**src/hw/en_margin_pkg.sv**
```systemverilog
// constants, types and register layout for the enable and margin control block
package en_margin_pkg;

   // ************************************************************
   // command codes
   // ************************************************************
   localparam logic [7:0] CMD_OPERATION = 8'h01;
   localparam logic [7:0] CMD_ON_OFF_CFG = 8'h02;
   localparam logic [7:0] CMD_MARGIN_HIGH = 8'h25;
   localparam logic [7:0] CMD_MARGIN_LOW = 8'h26;

   // ************************************************************
   // field positions and reset values
   // ************************************************************
   localparam int OP_EN_LSB = 6;
   localparam int OP_MRG_LSB = 4;
   localparam int OP_FLT_LSB = 2;
   localparam int CFG_PU_OP = 4;
   localparam int CFG_BUS_MODE = 3;
   localparam int CFG_PIN_MODE = 2;
   localparam int CFG_PIN_POL = 1;
   localparam int CFG_DIS_ACT = 0;
   localparam logic [7:0] OP_RESET = 8'h88;
   localparam logic [7:0] CFG_RESET = 8'h16;
   localparam logic [15:0] MARGIN_RESET = 16'h0000;

   // ************************************************************
   // field encodings
   // ************************************************************
   localparam logic [1:0] EN_IMM_OFF = 2'h0;
   localparam logic [1:0] EN_SOFT_OFF = 2'h1;
   localparam logic [1:0] EN_RUN = 2'h2;
   localparam logic [1:0] MRG_NOM = 2'h0;
   localparam logic [1:0] MRG_LOW = 2'h1;
   localparam logic [1:0] MRG_HIGH = 2'h2;
   localparam logic [1:0] FLT_IGNORE = 2'h1;
   localparam logic [1:0] FLT_ACT = 2'h2;

   // ************************************************************
   // timing
   // ************************************************************
   localparam int CLK_KHZ = 20000;
   localparam int TOFF_DELAY_US = 5000;
   localparam int TOFF_FALL_US = 5000;
   localparam int TOFF_DELAY_CYCLES = TOFF_DELAY_US * CLK_KHZ / 1000;
   localparam int TOFF_FALL_CYCLES = TOFF_FALL_US * CLK_KHZ / 1000;
   localparam int CNT_W = 24;

   // ************************************************************
   // bus carriers and sequencer states
   // ************************************************************
   typedef struct packed {
      logic wr;
      logic rd;
      logic word;
      logic [7:0] code;
      logic [15:0] data;
   } cmd_req_s;

   typedef struct packed {
      logic valid;
      logic ack;
      logic [15:0] data;
   } cmd_rsp_s;

   typedef enum logic [3:0] {
      ST_OFF = 4'b0001,
      ST_RUN = 4'b0010,
      ST_DELAY = 4'b0100,
      ST_FALL = 4'b1000
   } seq_e;

endpackage

```
**src/hw/en_margin_ctrl.sv**
```systemverilog
// enable, margin and turn-off sequencing control with its command registers
`timescale 1ns/1ps
module en_margin_ctrl
   import en_margin_pkg::*;
#(
   parameter int TOFF_DELAY_CYC = TOFF_DELAY_CYCLES,
   parameter int TOFF_FALL_CYC = TOFF_FALL_CYCLES
) (
   input wire logic clock,
   input wire logic rst_n,
   input wire cmd_req_s cmd_req,
   output cmd_rsp_s cmd_rsp,
   input wire logic on_off_pin,
   input wire logic vin_present,
   input wire logic [15:0] nominal_target,
   output logic energy_en,
   output logic fall_active,
   output logic [15:0] target_value,
   output logic [1:0] margin_sel,
   output logic ov_uv_act,
   output logic output_on
);

   // ************************************************************
   // pin synchronisers
   // ************************************************************
   logic pin_s1_r, pin_s2_r, vin_s1_r, vin_s2_r;

   // both levels come from outside the clock domain
   // the first stage may go metastable, so nothing but the second one reads it
   always_ff @(posedge clock or negedge rst_n) begin
      if (!rst_n) begin
         pin_s1_r <= 1'b0;
         pin_s2_r <= 1'b0;
         vin_s1_r <= 1'b0;
         vin_s2_r <= 1'b0;
      end else begin
         pin_s1_r <= on_off_pin;
         pin_s2_r <= pin_s1_r;
         vin_s1_r <= vin_present;
         vin_s2_r <= vin_s1_r;
      end
   end

   // ************************************************************
   // command registers
   // ************************************************************
   logic [7:0] op_r, op_nxt, cfg_r, cfg_nxt;
   logic [15:0] mhi_r, mhi_nxt, mlo_r, mlo_nxt;
   logic [1:0] en_eff_r, en_eff_nxt, mrg_eff_r, mrg_eff_nxt, flt_eff_r, flt_eff_nxt;
   cmd_rsp_s rsp_r, rsp_nxt;
   logic [1:0] f_en, f_mrg, f_flt;

   // field views of the incoming byte; the raw byte is kept as written for read-back,
   // while the effective copies hold only legal codes and drive the outputs
   assign f_en = cmd_req.data[OP_EN_LSB +: 2];
   assign f_mrg = cmd_req.data[OP_MRG_LSB +: 2];
   assign f_flt = cmd_req.data[OP_FLT_LSB +: 2];

   // decode one command per cycle; byte codes refuse word access and back
   always_comb begin
      op_nxt = op_r;
      cfg_nxt = cfg_r;
      mhi_nxt = mhi_r;
      mlo_nxt = mlo_r;
      en_eff_nxt = en_eff_r;
      mrg_eff_nxt = mrg_eff_r;
      flt_eff_nxt = flt_eff_r;
      rsp_nxt = '0;
      if (cmd_req.wr || cmd_req.rd) begin
         rsp_nxt.valid = 1'b1;
         unique case (cmd_req.code)
            CMD_OPERATION: begin
               rsp_nxt.ack = !cmd_req.word;
               rsp_nxt.data = {8'h00, op_r};
               if (cmd_req.wr && !cmd_req.word) begin
                  op_nxt = cmd_req.data[7:0];
                  // undefined field codes keep the last legal choice
                  if (f_en != 2'h3) begin
                     en_eff_nxt = f_en;
                  end
                  if (f_mrg != 2'h3) begin
                     mrg_eff_nxt = f_mrg;
                  end
                  if (f_flt == FLT_ACT || f_flt == FLT_IGNORE) begin
                     flt_eff_nxt = f_flt;
                  end
               end
            end
            CMD_ON_OFF_CFG: begin
               rsp_nxt.ack = !cmd_req.word;
               rsp_nxt.data = {8'h00, cfg_r};
               if (cmd_req.wr && !cmd_req.word) begin
                  cfg_nxt = cmd_req.data[7:0];
               end
            end
            CMD_MARGIN_HIGH: begin
               rsp_nxt.ack = cmd_req.word;
               rsp_nxt.data = mhi_r;
               if (cmd_req.wr && cmd_req.word) begin
                  mhi_nxt = cmd_req.data;
               end
            end
            CMD_MARGIN_LOW: begin
               rsp_nxt.ack = cmd_req.word;
               rsp_nxt.data = mlo_r;
               if (cmd_req.wr && cmd_req.word) begin
                  mlo_nxt = cmd_req.data;
               end
            end
            default: begin
               rsp_nxt.ack = 1'b0; // other codes belong to other blocks
            end
         endcase
         // a write answer carries no data, nor does a refused access
         if (!rsp_nxt.ack || cmd_req.wr) begin
            rsp_nxt.data = 16'h0000;
         end
      end
   end

   // registers only; every decision is made in the decode process above
   always_ff @(posedge clock or negedge rst_n) begin
      if (!rst_n) begin
         op_r <= OP_RESET;
         cfg_r <= CFG_RESET;
         mhi_r <= MARGIN_RESET;
         mlo_r <= MARGIN_RESET;
         en_eff_r <= OP_RESET[OP_EN_LSB +: 2];
         mrg_eff_r <= OP_RESET[OP_MRG_LSB +: 2];
         flt_eff_r <= OP_RESET[OP_FLT_LSB +: 2];
         rsp_r <= '0;
      end else begin
         op_r <= op_nxt;
         cfg_r <= cfg_nxt;
         mhi_r <= mhi_nxt;
         mlo_r <= mlo_nxt;
         en_eff_r <= en_eff_nxt;
         mrg_eff_r <= mrg_eff_nxt;
         flt_eff_r <= flt_eff_nxt;
         rsp_r <= rsp_nxt;
      end
   end

   // registered answer: it stands for exactly one cycle after the request
   assign cmd_rsp = rsp_r;

   // ************************************************************
   // run decision
   // ************************************************************
   // the run decision works on synchronised levels only, so a pin that moves
   // near a clock edge costs at most one extra cycle of latency
   logic pin_asserted, pin_ok, bus_ok, run_req, pin_stop, bus_stop, imm_stop;

   // polarity chosen in software, applied after synchronising
   assign pin_asserted = cfg_r[CFG_PIN_POL] ? pin_s2_r : !pin_s2_r;
   assign pin_ok = !cfg_r[CFG_PIN_MODE] || pin_asserted;
   assign bus_ok = !cfg_r[CFG_BUS_MODE] || en_eff_r == EN_RUN;

   // always-on ignores pin and bus; otherwise both gates must agree
   always_comb begin
      if (!cfg_r[CFG_PU_OP]) begin
         run_req = vin_s2_r;
      end else begin
         run_req = vin_s2_r && pin_ok && bus_ok;
      end
   end

   // the source of a stop chooses soft or immediate; immediate wins a tie
   assign pin_stop = cfg_r[CFG_PU_OP] && !pin_ok;
   assign bus_stop = cfg_r[CFG_PU_OP] && !bus_ok;
   always_comb begin
      // loss of input power always stops at once: nothing is left to ramp with
      imm_stop = !vin_s2_r;
      if (pin_stop && cfg_r[CFG_DIS_ACT]) begin
         imm_stop = 1'b1;
      end
      if (bus_stop && en_eff_r == EN_IMM_OFF) begin
         imm_stop = 1'b1;
      end
   end

   // ************************************************************
   // turn-off sequencer
   // ************************************************************
   // counters load the count minus one so each stage lasts exactly its count;
   // CNT_W must cover the longest count, 5 ms at 20 MHz fits in 24 bits
   seq_e st_r, st_nxt;
   logic [CNT_W-1:0] cnt_r, cnt_nxt;

   // soft stop walks through delay then fall; a renewed run aborts the delay
   always_comb begin
      st_nxt = st_r;
      cnt_nxt = cnt_r;
      unique case (st_r)
         ST_OFF: begin
            // start as soon as every enabling condition holds
            if (run_req) begin
               st_nxt = ST_RUN;
            end
         end
         ST_RUN: begin
            // the cause of the stop picks its kind
            if (!run_req) begin
               if (imm_stop) begin
                  st_nxt = ST_OFF;
               end else begin
                  st_nxt = ST_DELAY;
                  cnt_nxt = CNT_W'(TOFF_DELAY_CYC - 1);
               end
            end
         end
         ST_DELAY: begin
            if (run_req) begin
               st_nxt = ST_RUN;
            end else if (imm_stop) begin
               st_nxt = ST_OFF;
            end else if (cnt_r == '0) begin
               st_nxt = ST_FALL;
               cnt_nxt = CNT_W'(TOFF_FALL_CYC - 1);
            end else begin
               cnt_nxt = cnt_r - CNT_W'(1);
            end
         end
         ST_FALL: begin
            // a fall under way completes before a restart
            if (imm_stop || cnt_r == '0) begin
               st_nxt = ST_OFF;
            end else begin
               cnt_nxt = cnt_r - CNT_W'(1);
            end
         end
      endcase
   end

   // state and counter register; reset parks the stage off
   always_ff @(posedge clock or negedge rst_n) begin
      if (!rst_n) begin
         st_r <= ST_OFF;
         cnt_r <= '0;
      end else begin
         st_r <= st_nxt;
         cnt_r <= cnt_nxt;
      end
   end

   // ************************************************************
   // outputs
   // ************************************************************
   logic energy_r, energy_nxt, fall_r, fall_nxt, on_r, on_nxt, act_r, act_nxt;
   logic [15:0] tgt_r, tgt_nxt;

   // target and fault gating come from the next margin choice, so they settle
   // in the same cycle as margin_sel and never lag it by one
   always_comb begin
      unique case (mrg_eff_nxt)
         MRG_LOW: tgt_nxt = mlo_nxt;
         MRG_HIGH: tgt_nxt = mhi_nxt;
         default: tgt_nxt = nominal_target;
      endcase
      // nominal always acts; margined follows the fault field
      act_nxt = mrg_eff_nxt == MRG_NOM || flt_eff_nxt == FLT_ACT;
   end

   // status levels decoded from the next state, so they switch with st_r
   always_comb begin
      energy_nxt = st_nxt != ST_OFF;
      fall_nxt = st_nxt == ST_FALL;
      on_nxt = st_nxt == ST_RUN;
   end

   // output registers; reset shows a dead stage that still acts on faults
   always_ff @(posedge clock or negedge rst_n) begin
      if (!rst_n) begin
         energy_r <= 1'b0;
         fall_r <= 1'b0;
         on_r <= 1'b0;
         act_r <= 1'b1;
         tgt_r <= 16'h0000;
      end else begin
         energy_r <= energy_nxt;
         fall_r <= fall_nxt;
         on_r <= on_nxt;
         act_r <= act_nxt;
         tgt_r <= tgt_nxt;
      end
   end

   assign energy_en = energy_r;
   assign fall_active = fall_r;
   assign output_on = on_r;
   assign ov_uv_act = act_r;
   assign target_value = tgt_r;
   // the effective register itself, already free of the undefined code
   assign margin_sel = mrg_eff_r;

endmodule

```
**config.mk**
```make
export PLATFORM = sky130hd
export DESIGN_NAME = en_margin_ctrl
export DESIGN_NICKNAME = d
export VERILOG_FILES = /design/src/hw/en_margin_pkg.sv /design/src/hw/en_margin_ctrl.sv
export SDC_FILE = /design/constraint.sdc
export NUM_CORES = 1
export LEC_CHECK = 0
export BUFFER_PORTS_ARGS = -buffer_cell sky130_fd_sc_hd__buf_2
export CORE_MARGIN = 10
export CORE_UTILIZATION = 51
export DETAILED_ROUTE_END_ITERATION = 8
export PLACE_DENSITY_LB_ADDON = 0.1
export SLEW_MARGIN = 20
export SYNTH_ARGS = -nofsm -noshare
export SYNTH_HDL_FRONTEND = slang
export SYNTH_SLANG_ARGS = --single-unit
```
**constraint.sdc**
```tcl
create_clock -name clock -period 2.4 [get_ports clock]
set_clock_uncertainty 0.15 [all_clocks]
set_input_delay 0.48 -clock clock [delete_from_list [all_inputs] [get_ports clock]]
set_output_delay 0.48 -clock clock [all_outputs]
set_load 0.03 [all_outputs]
```
# After elaboration in Yosys (flattened, before gate mapping)
# Index checks and enable logic that the tools add are counted.
dict set report word_totals {
  register_bits 124
  latch_bits 0
  mem_bits_rw 0
  rom_bits 0
  in_bits 47
  out_inout_bits 40
  wordCells 118
  mem_count 0
}
dict set report op_classes {
  addsub 1
  mul 0
  n_div 0
  order_cmp 0
  eq_ne 24
  shifts 0
  muxes 39
  n_bitwise 0
  reduce_logical 33
}
# operator count
set ops {}
lappend ops {{2-to-1 mux 24 bit} 6}
lappend ops {{2-to-1 mux 16 bit} 7}
lappend ops {{case mux 24 bit (3 select lines)} 1}
lappend ops {{case mux 16 bit (4 select lines)} 1}
lappend ops {{case mux 16 bit (2 select lines)} 1}
lappend ops {{zero test 24 bit} 1}
lappend ops {{2-to-1 mux 4 bit} 6}
lappend ops {{subtractor 24 x 1 -> 24 bit (second input constant)} 1}
lappend ops {{2-to-1 mux 18 bit} 1}
lappend ops {{equality test 8 x 6 -> 1 bit (second input constant)} 2}
lappend ops {{2-to-1 mux 2 bit} 8}
lappend ops {{case mux 4 bit (4 select lines)} 1}
lappend ops {{!= test 2 bit (second input constant)} 7}
lappend ops {{equality test 2 bit (second input constant)} 4}
lappend ops {{equality test 4 x 2 -> 1 bit (second input constant)} 2}
lappend ops {{equality test 4 bit (second input constant)} 2}
lappend ops {{equality test 8 x 1 -> 1 bit (second input constant)} 1}
lappend ops {{equality test 8 x 2 -> 1 bit (second input constant)} 1}
lappend ops {{logical AND 1 bit} 8}
lappend ops {{zero test 1 bit} 8}
lappend ops {{logical OR 1 bit} 7}
lappend ops {{AND reduction 3 bit} 2}
lappend ops {{AND reduction 6 bit} 1}
lappend ops {{2-to-1 mux 1 bit} 5}
lappend ops {{other kinds (10)} 13}

# Longest topological paths before layout
dict set report depth {
  depth_word 12
  ltp_mapped 12
  mapped_depth_nobuf 8
}

# Least setup slack after synthesis
# Ideal clock, no wire load.
dict set report synth_path {
  path_kind {input-to-reg}
  startpoint {input port cmd_req[19] in the netlist's numbering}
  endpoint {register tgt_r[0], in the netlist target_value[0]}
  setup_time_ns 0.137
  arrival_time_ns 2.731
  required_ns 2.113
  setup_slack_ns -0.618
  cell_stages 11
  cell_sequence {or4_4 nand4bb_1 clkbuf_1 clkbuf_1 o22ai_1 inv_1 ha_1 buf_2 buf_2 a22oi_1 a21oi_1}
}
dict set report synth_via {
  elab_chain_len 5
  word_cells_on_any_way 12
  classes_between {eq/ne: 5; mux: 7}
}
# element line_no
set synth_lines {}
lappend synth_lines {{start: declaration} en_margin_ctrl.sv:11} ;# input wire cmd_req_s cmd_req,
lappend synth_lines {{equality test 8 x 1 -> 1 bit *} en_margin_ctrl.sv:72} ;# unique case (cmd_req.code)
lappend synth_lines {{2-to-1 mux 2 bit *} en_margin_ctrl.sv:72}
lappend synth_lines {{2-to-1 mux 2 bit *} en_margin_ctrl.sv:70} ;# if (cmd_req.wr || cmd_req.rd) begin
lappend synth_lines {{named net mrg_eff_nxt[0]} en_margin_ctrl.sv:50} ;# logic [1:0] en_eff_r, en_eff_nxt, mrg_eff_r, mrg_eff_nxt, flt_eff_r, flt_eff_nxt;
lappend synth_lines {{equality test 2 bit / equality test 2 x 1 -> 1 bit (equally long branches)} en_margin_ctrl.sv:256} ;# unique case (mrg_eff_nxt)
lappend synth_lines {{case mux 16 bit (2 select lines) *} en_margin_ctrl.sv:256}
lappend synth_lines {{named net tgt_nxt[0]} en_margin_ctrl.sv:251} ;# logic [15:0] tgt_r, tgt_nxt;
lappend synth_lines {{end signal: assignment} en_margin_ctrl.sv:285} ;# tgt_r <= tgt_nxt;
lappend synth_lines {{end: declaration} en_margin_ctrl.sv:251}
# The timed path passes the listed nets; every way through them passes the cells marked *.
# A chain may end at the register's enable or synchronous reset.

# Final worst setup path
dict set report layout_path {
  startpoint {register cnt_r[18]}
  endpoint {register cnt_r[4]}
}
dict set report layout_via {
  elab_chain_len 5
  word_cells_on_any_way 8
  classes_between {eq/ne: 1; mux: 4; reduce/logical: 3}
}
# element line_no
set layout_lines {}
lappend layout_lines {{start: declaration} en_margin_ctrl.sv:189} ;# logic [CNT_W-1:0] cnt_r, cnt_nxt;
lappend layout_lines {{start signal: assignment} en_margin_ctrl.sv:243} ;# cnt_r <= cnt_nxt;
lappend layout_lines {{zero test 24 bit *} {en_margin_ctrl.sv:218, en_margin_ctrl.sv:227}}
lappend layout_lines {{2-to-1 mux 24 bit} en_margin_ctrl.sv:218} ;# end else if (cnt_r == '0) begin
lappend layout_lines {{2-to-1 mux 24 bit} en_margin_ctrl.sv:216} ;# end else if (imm_stop) begin
lappend layout_lines {{2-to-1 mux 24 bit} en_margin_ctrl.sv:214} ;# if (run_req) begin
lappend layout_lines {{case mux 24 bit (3 select lines)} en_margin_ctrl.sv:195} ;# unique case (st_r)
# Every way passes the cells marked *; elsewhere a longest branch is shown, timed or not. The select of a mux whose other input is x is not followed.

==> results_dict.tcl <==
set metrics [dict create \
    clock_sinks 124 \
    cts_max_level 4 \
    ys_async_sr_fraction_pct 100 \
    cp_max_fo 7 \
    viasPerCell 5.58 \
    grt_pass1_vias 4723 \
    synth_nets 543 \
    cp.required_ps 2650 \
    status "completed" \
    antenna_found_initial 0 \
    leakagePower_nw 3.49 \
    fillers 820 \
    postLayoutCoreUtil_pct 69.2 \
    via_count 4464 \
    synth.distinct_cells 57 \
    hpwlAfterDp_mm 10.3 \
    arrival_ps 2620 \
    path_delay_family "simple AND/OR/NAND/NOR gates" \
    diodes 0 \
    yosys_warnings 0 \
    track_usage_pct 18.9 \
    synth-seq-cells 124 \
    cts_buffers 17 \
    stdcell_area_um2 7500 \
    fp.dieW_um 125 \
    die_height_um 125 \
    clk_pin_slew_worst_paths_ps 60 \
    worst_pin_slew_ps 373 \
    synth_area_per_cell_um2 11.5 \
    syn-cell-area_um2 5630 \
    timing.final.crit_share_pct 98.6 \
    critPathCaptureType "flop" \
    syn2layout_area_growth_pct 33.2 \
    grt_pass1_wl_mm 24.2 \
    grt_max_degree 64 \
    finalSetupViolCount 0 \
    synth_edf_count 0 \
    critical_path_class "flop to flop" \
    cpMostUsedCell "buf_4" \
    critPathLaunchType "flop" \
    clock_latency_ps 520 \
    rsz0062_at_grt "true" \
    min_period_ps 2370 \
    route.detailed.drc 0 \
    clockBufferDepth 2 \
    dr.pass1.iters 4 \
    drive_above_1_share_pct 42.3 \
    gp_congestion 0.845 \
    final-max-slew-violation-count 0 \
    fmax_mhz 422 \
    clock-root-buffer "clkbuf_8" \
    p_per_area_nw_per_um2 716 \
    timing_hold_violations_final 0 \
    routed_wl_mm 14.9 \
    portBuffers 86 \
    path_buf_inv 2 \
    drv_cap 0 \
    cp_cell_sequence "or4_4 -> nor2b_4 -> a311oi_4 -> buf_4 -> buf_4 -> o211ai_1 -> xor2_1 -> nand2_1" \
    pin_count 87 \
    wl_per_cell_um 18.6 \
    synthFlopType "dfrtp_1" \
    peakVddDrop_uv 479 \
    relSlewSlack_pct 74.9 \
    critPathSlowestCell "or4_4" \
    seq_area_frac_synth_pct 55.3 \
    slowest_delay_ps 560 \
    nNetsFinal 699 \
    grt-ovfl-total 0 \
    fp.coreArea_um2 10800 \
    die_area_um2 15700 \
    hold_class "input port to flop" \
    place_area_um2 6780 \
    rows 38 \
    postRouteAntennaNets 0 \
    initial_utilization_pct 52.0 \
    cts_tree "yes" \
    dr.first_iter.drc_count 356 \
    synth_cells 491 \
]
cell type report:
type | count | area [um^2] | area share [%]
Clock buffer | 20 | 445 | 5.94
Inverter | 13 | 48.8 | 0.650
Sequential cell | 124 | 3110 | 41.5
Multi-Input combinational cell | 331 | 2510 | 33.4
Timing Repair Buffer | 160 | 1050 | 13.9
Clock inverter | 12 | 169 | 2.25
Tap cell | 140 | 175 | 2.33
synth_stat cells (8+ instances only):
library cell	number	area share, %
a21oi_1	31	2.8
a22oi_1	41	5.5
clkbuf_1	13	0.87
dfrtp_1	115	51
dfstp_2	9	4.2
inv_1	13	0.87
mux2_2	33	6.6
mux2_4	13	3.5
nand2_1	15	1.0
nand2b_1	8	0.89
nor2_1	57	3.8
nor3_1	13	1.2
o211ai_1	12	1.6
o21ai_0	16	1.4
xor2_1	10	1.6
layer usage:
layer	up-vias	share of wire, %	track usage, %	wire (um)
li1	2092	-	-	-
met1	2228	44	23.8	6580
met2	133	49	30.4	7250
met3	11	5.9	6.38	869
met4	0	0.98	5.49	145
met5	-	0	0	0
path summary, 6_finish.rpt:
kind | endpoint | cells after the start | startpoint | slack (ps)
hold reg to reg | pin_s2_r$_DFF_PN0_ | 0 | pin_s1_r$_DFF_PN0_ | 210
setup reg to reg | cnt_r[4]$_DFFE_PN0P_ | 8 | cnt_r[18]$_DFFE_PN0P_ | 30
max in group asynchronous | op_r[7]$_DFFE_PN1P_ | 3 | rst_n | 1280
setup / recovery | cnt_r[4]$_DFFE_PN0P_ | 8 | cnt_r[18]$_DFFE_PN0P_ | 30
hold / removal | cmd_rsp[17]$_DFF_PN0_ | 2 | cmd_req[25] | 50
min in group asynchronous | cmd_rsp[7]$_DFF_PN0_ | 2 | rst_n | 180
cell families after synthesis:
logic type / count (synthesis) / synth area share (%)
multiplexers: 46 / 10.1
AO/OA/AOI/OAI: 123 / 14.9
buffers and inverters: 36 / 3.22
adder cells (fa/ha/maj): 5 / 1.11
XOR/XNOR: 17 / 2.64
flip-flops: 124 / 55.3
AND/OR/NAND/NOR: 140 / 12.8
cell usage in the layout, fill, tap and decap left out, drive strengths merged, types with 5 or more instances in the layout:
cell and n:
a21oi 31, xnor2 7, ha 5, dfrtp 115
or4 5, nor3 15, nor2b 6, nand2 15
o21ai 16, mux2 46, clkbuf 20, buf 157
xor2 10, o211ai 13, a22oi 41, clkinv 6
nand3 5, nand2b 8, or3 6, nor4 5
inv 13, dfstp 9, nor2 58
flip-flops by register name (all words and copies together), names as in the netlist:
signal	count
cnt_r	24
cmd_rsp	18
mhi_r	16
mlo_r	16
target_value	16
cfg_r	8
op_r	8
st_r	4
en_eff_r	2
flt_eff_r	2
margin_sel	2
energy_en	1
fall_active	1
output_on	1
ov_uv_act	1
pin_s1_r	1
pin_s2_r	1
vin_s1_r	1
vin_s2_r	1
metrics by stage:
stage	std cells	TNS, ps	power [mW]	setup slack, ps	hold slack, ps
6_report	800	0	5.37	32.8	45.0
5_1_grt	800	-455	5.57	-114	37.7
4_1_cts	796	0	5.40	10.5	30.7
3_5_place_dp	761	-11770	2.74	-558	172
3_3_place_gp	761	-9770	2.72	-476	173
2_1_floorplan	491	-5750	2.49	-367	34.4
repair_timing:
action / 4_1_cts / 5_1_grt
gates resized for setup: 5 / 9
setup endpoints to repair: 15 / 20
pin swaps: 3 / 7
buffers inserted: 0 / 4
endpoints found under the hold margin: 117 / 0
hold buffers: 3 / 0
cloned: 0 / 0
report_power, final:
group / leakage (nW) / total [mW] / switching, mW / internal [mW]
combinational: 1.61 / 0.500 / 0.296 / 0.203
clock: 0.300 / 2.65 / 0.920 / 1.73
sequential: 1.58 / 2.22 / 0.0489 / 2.17
Note: power is estimated with default switching activity, not from simulation.
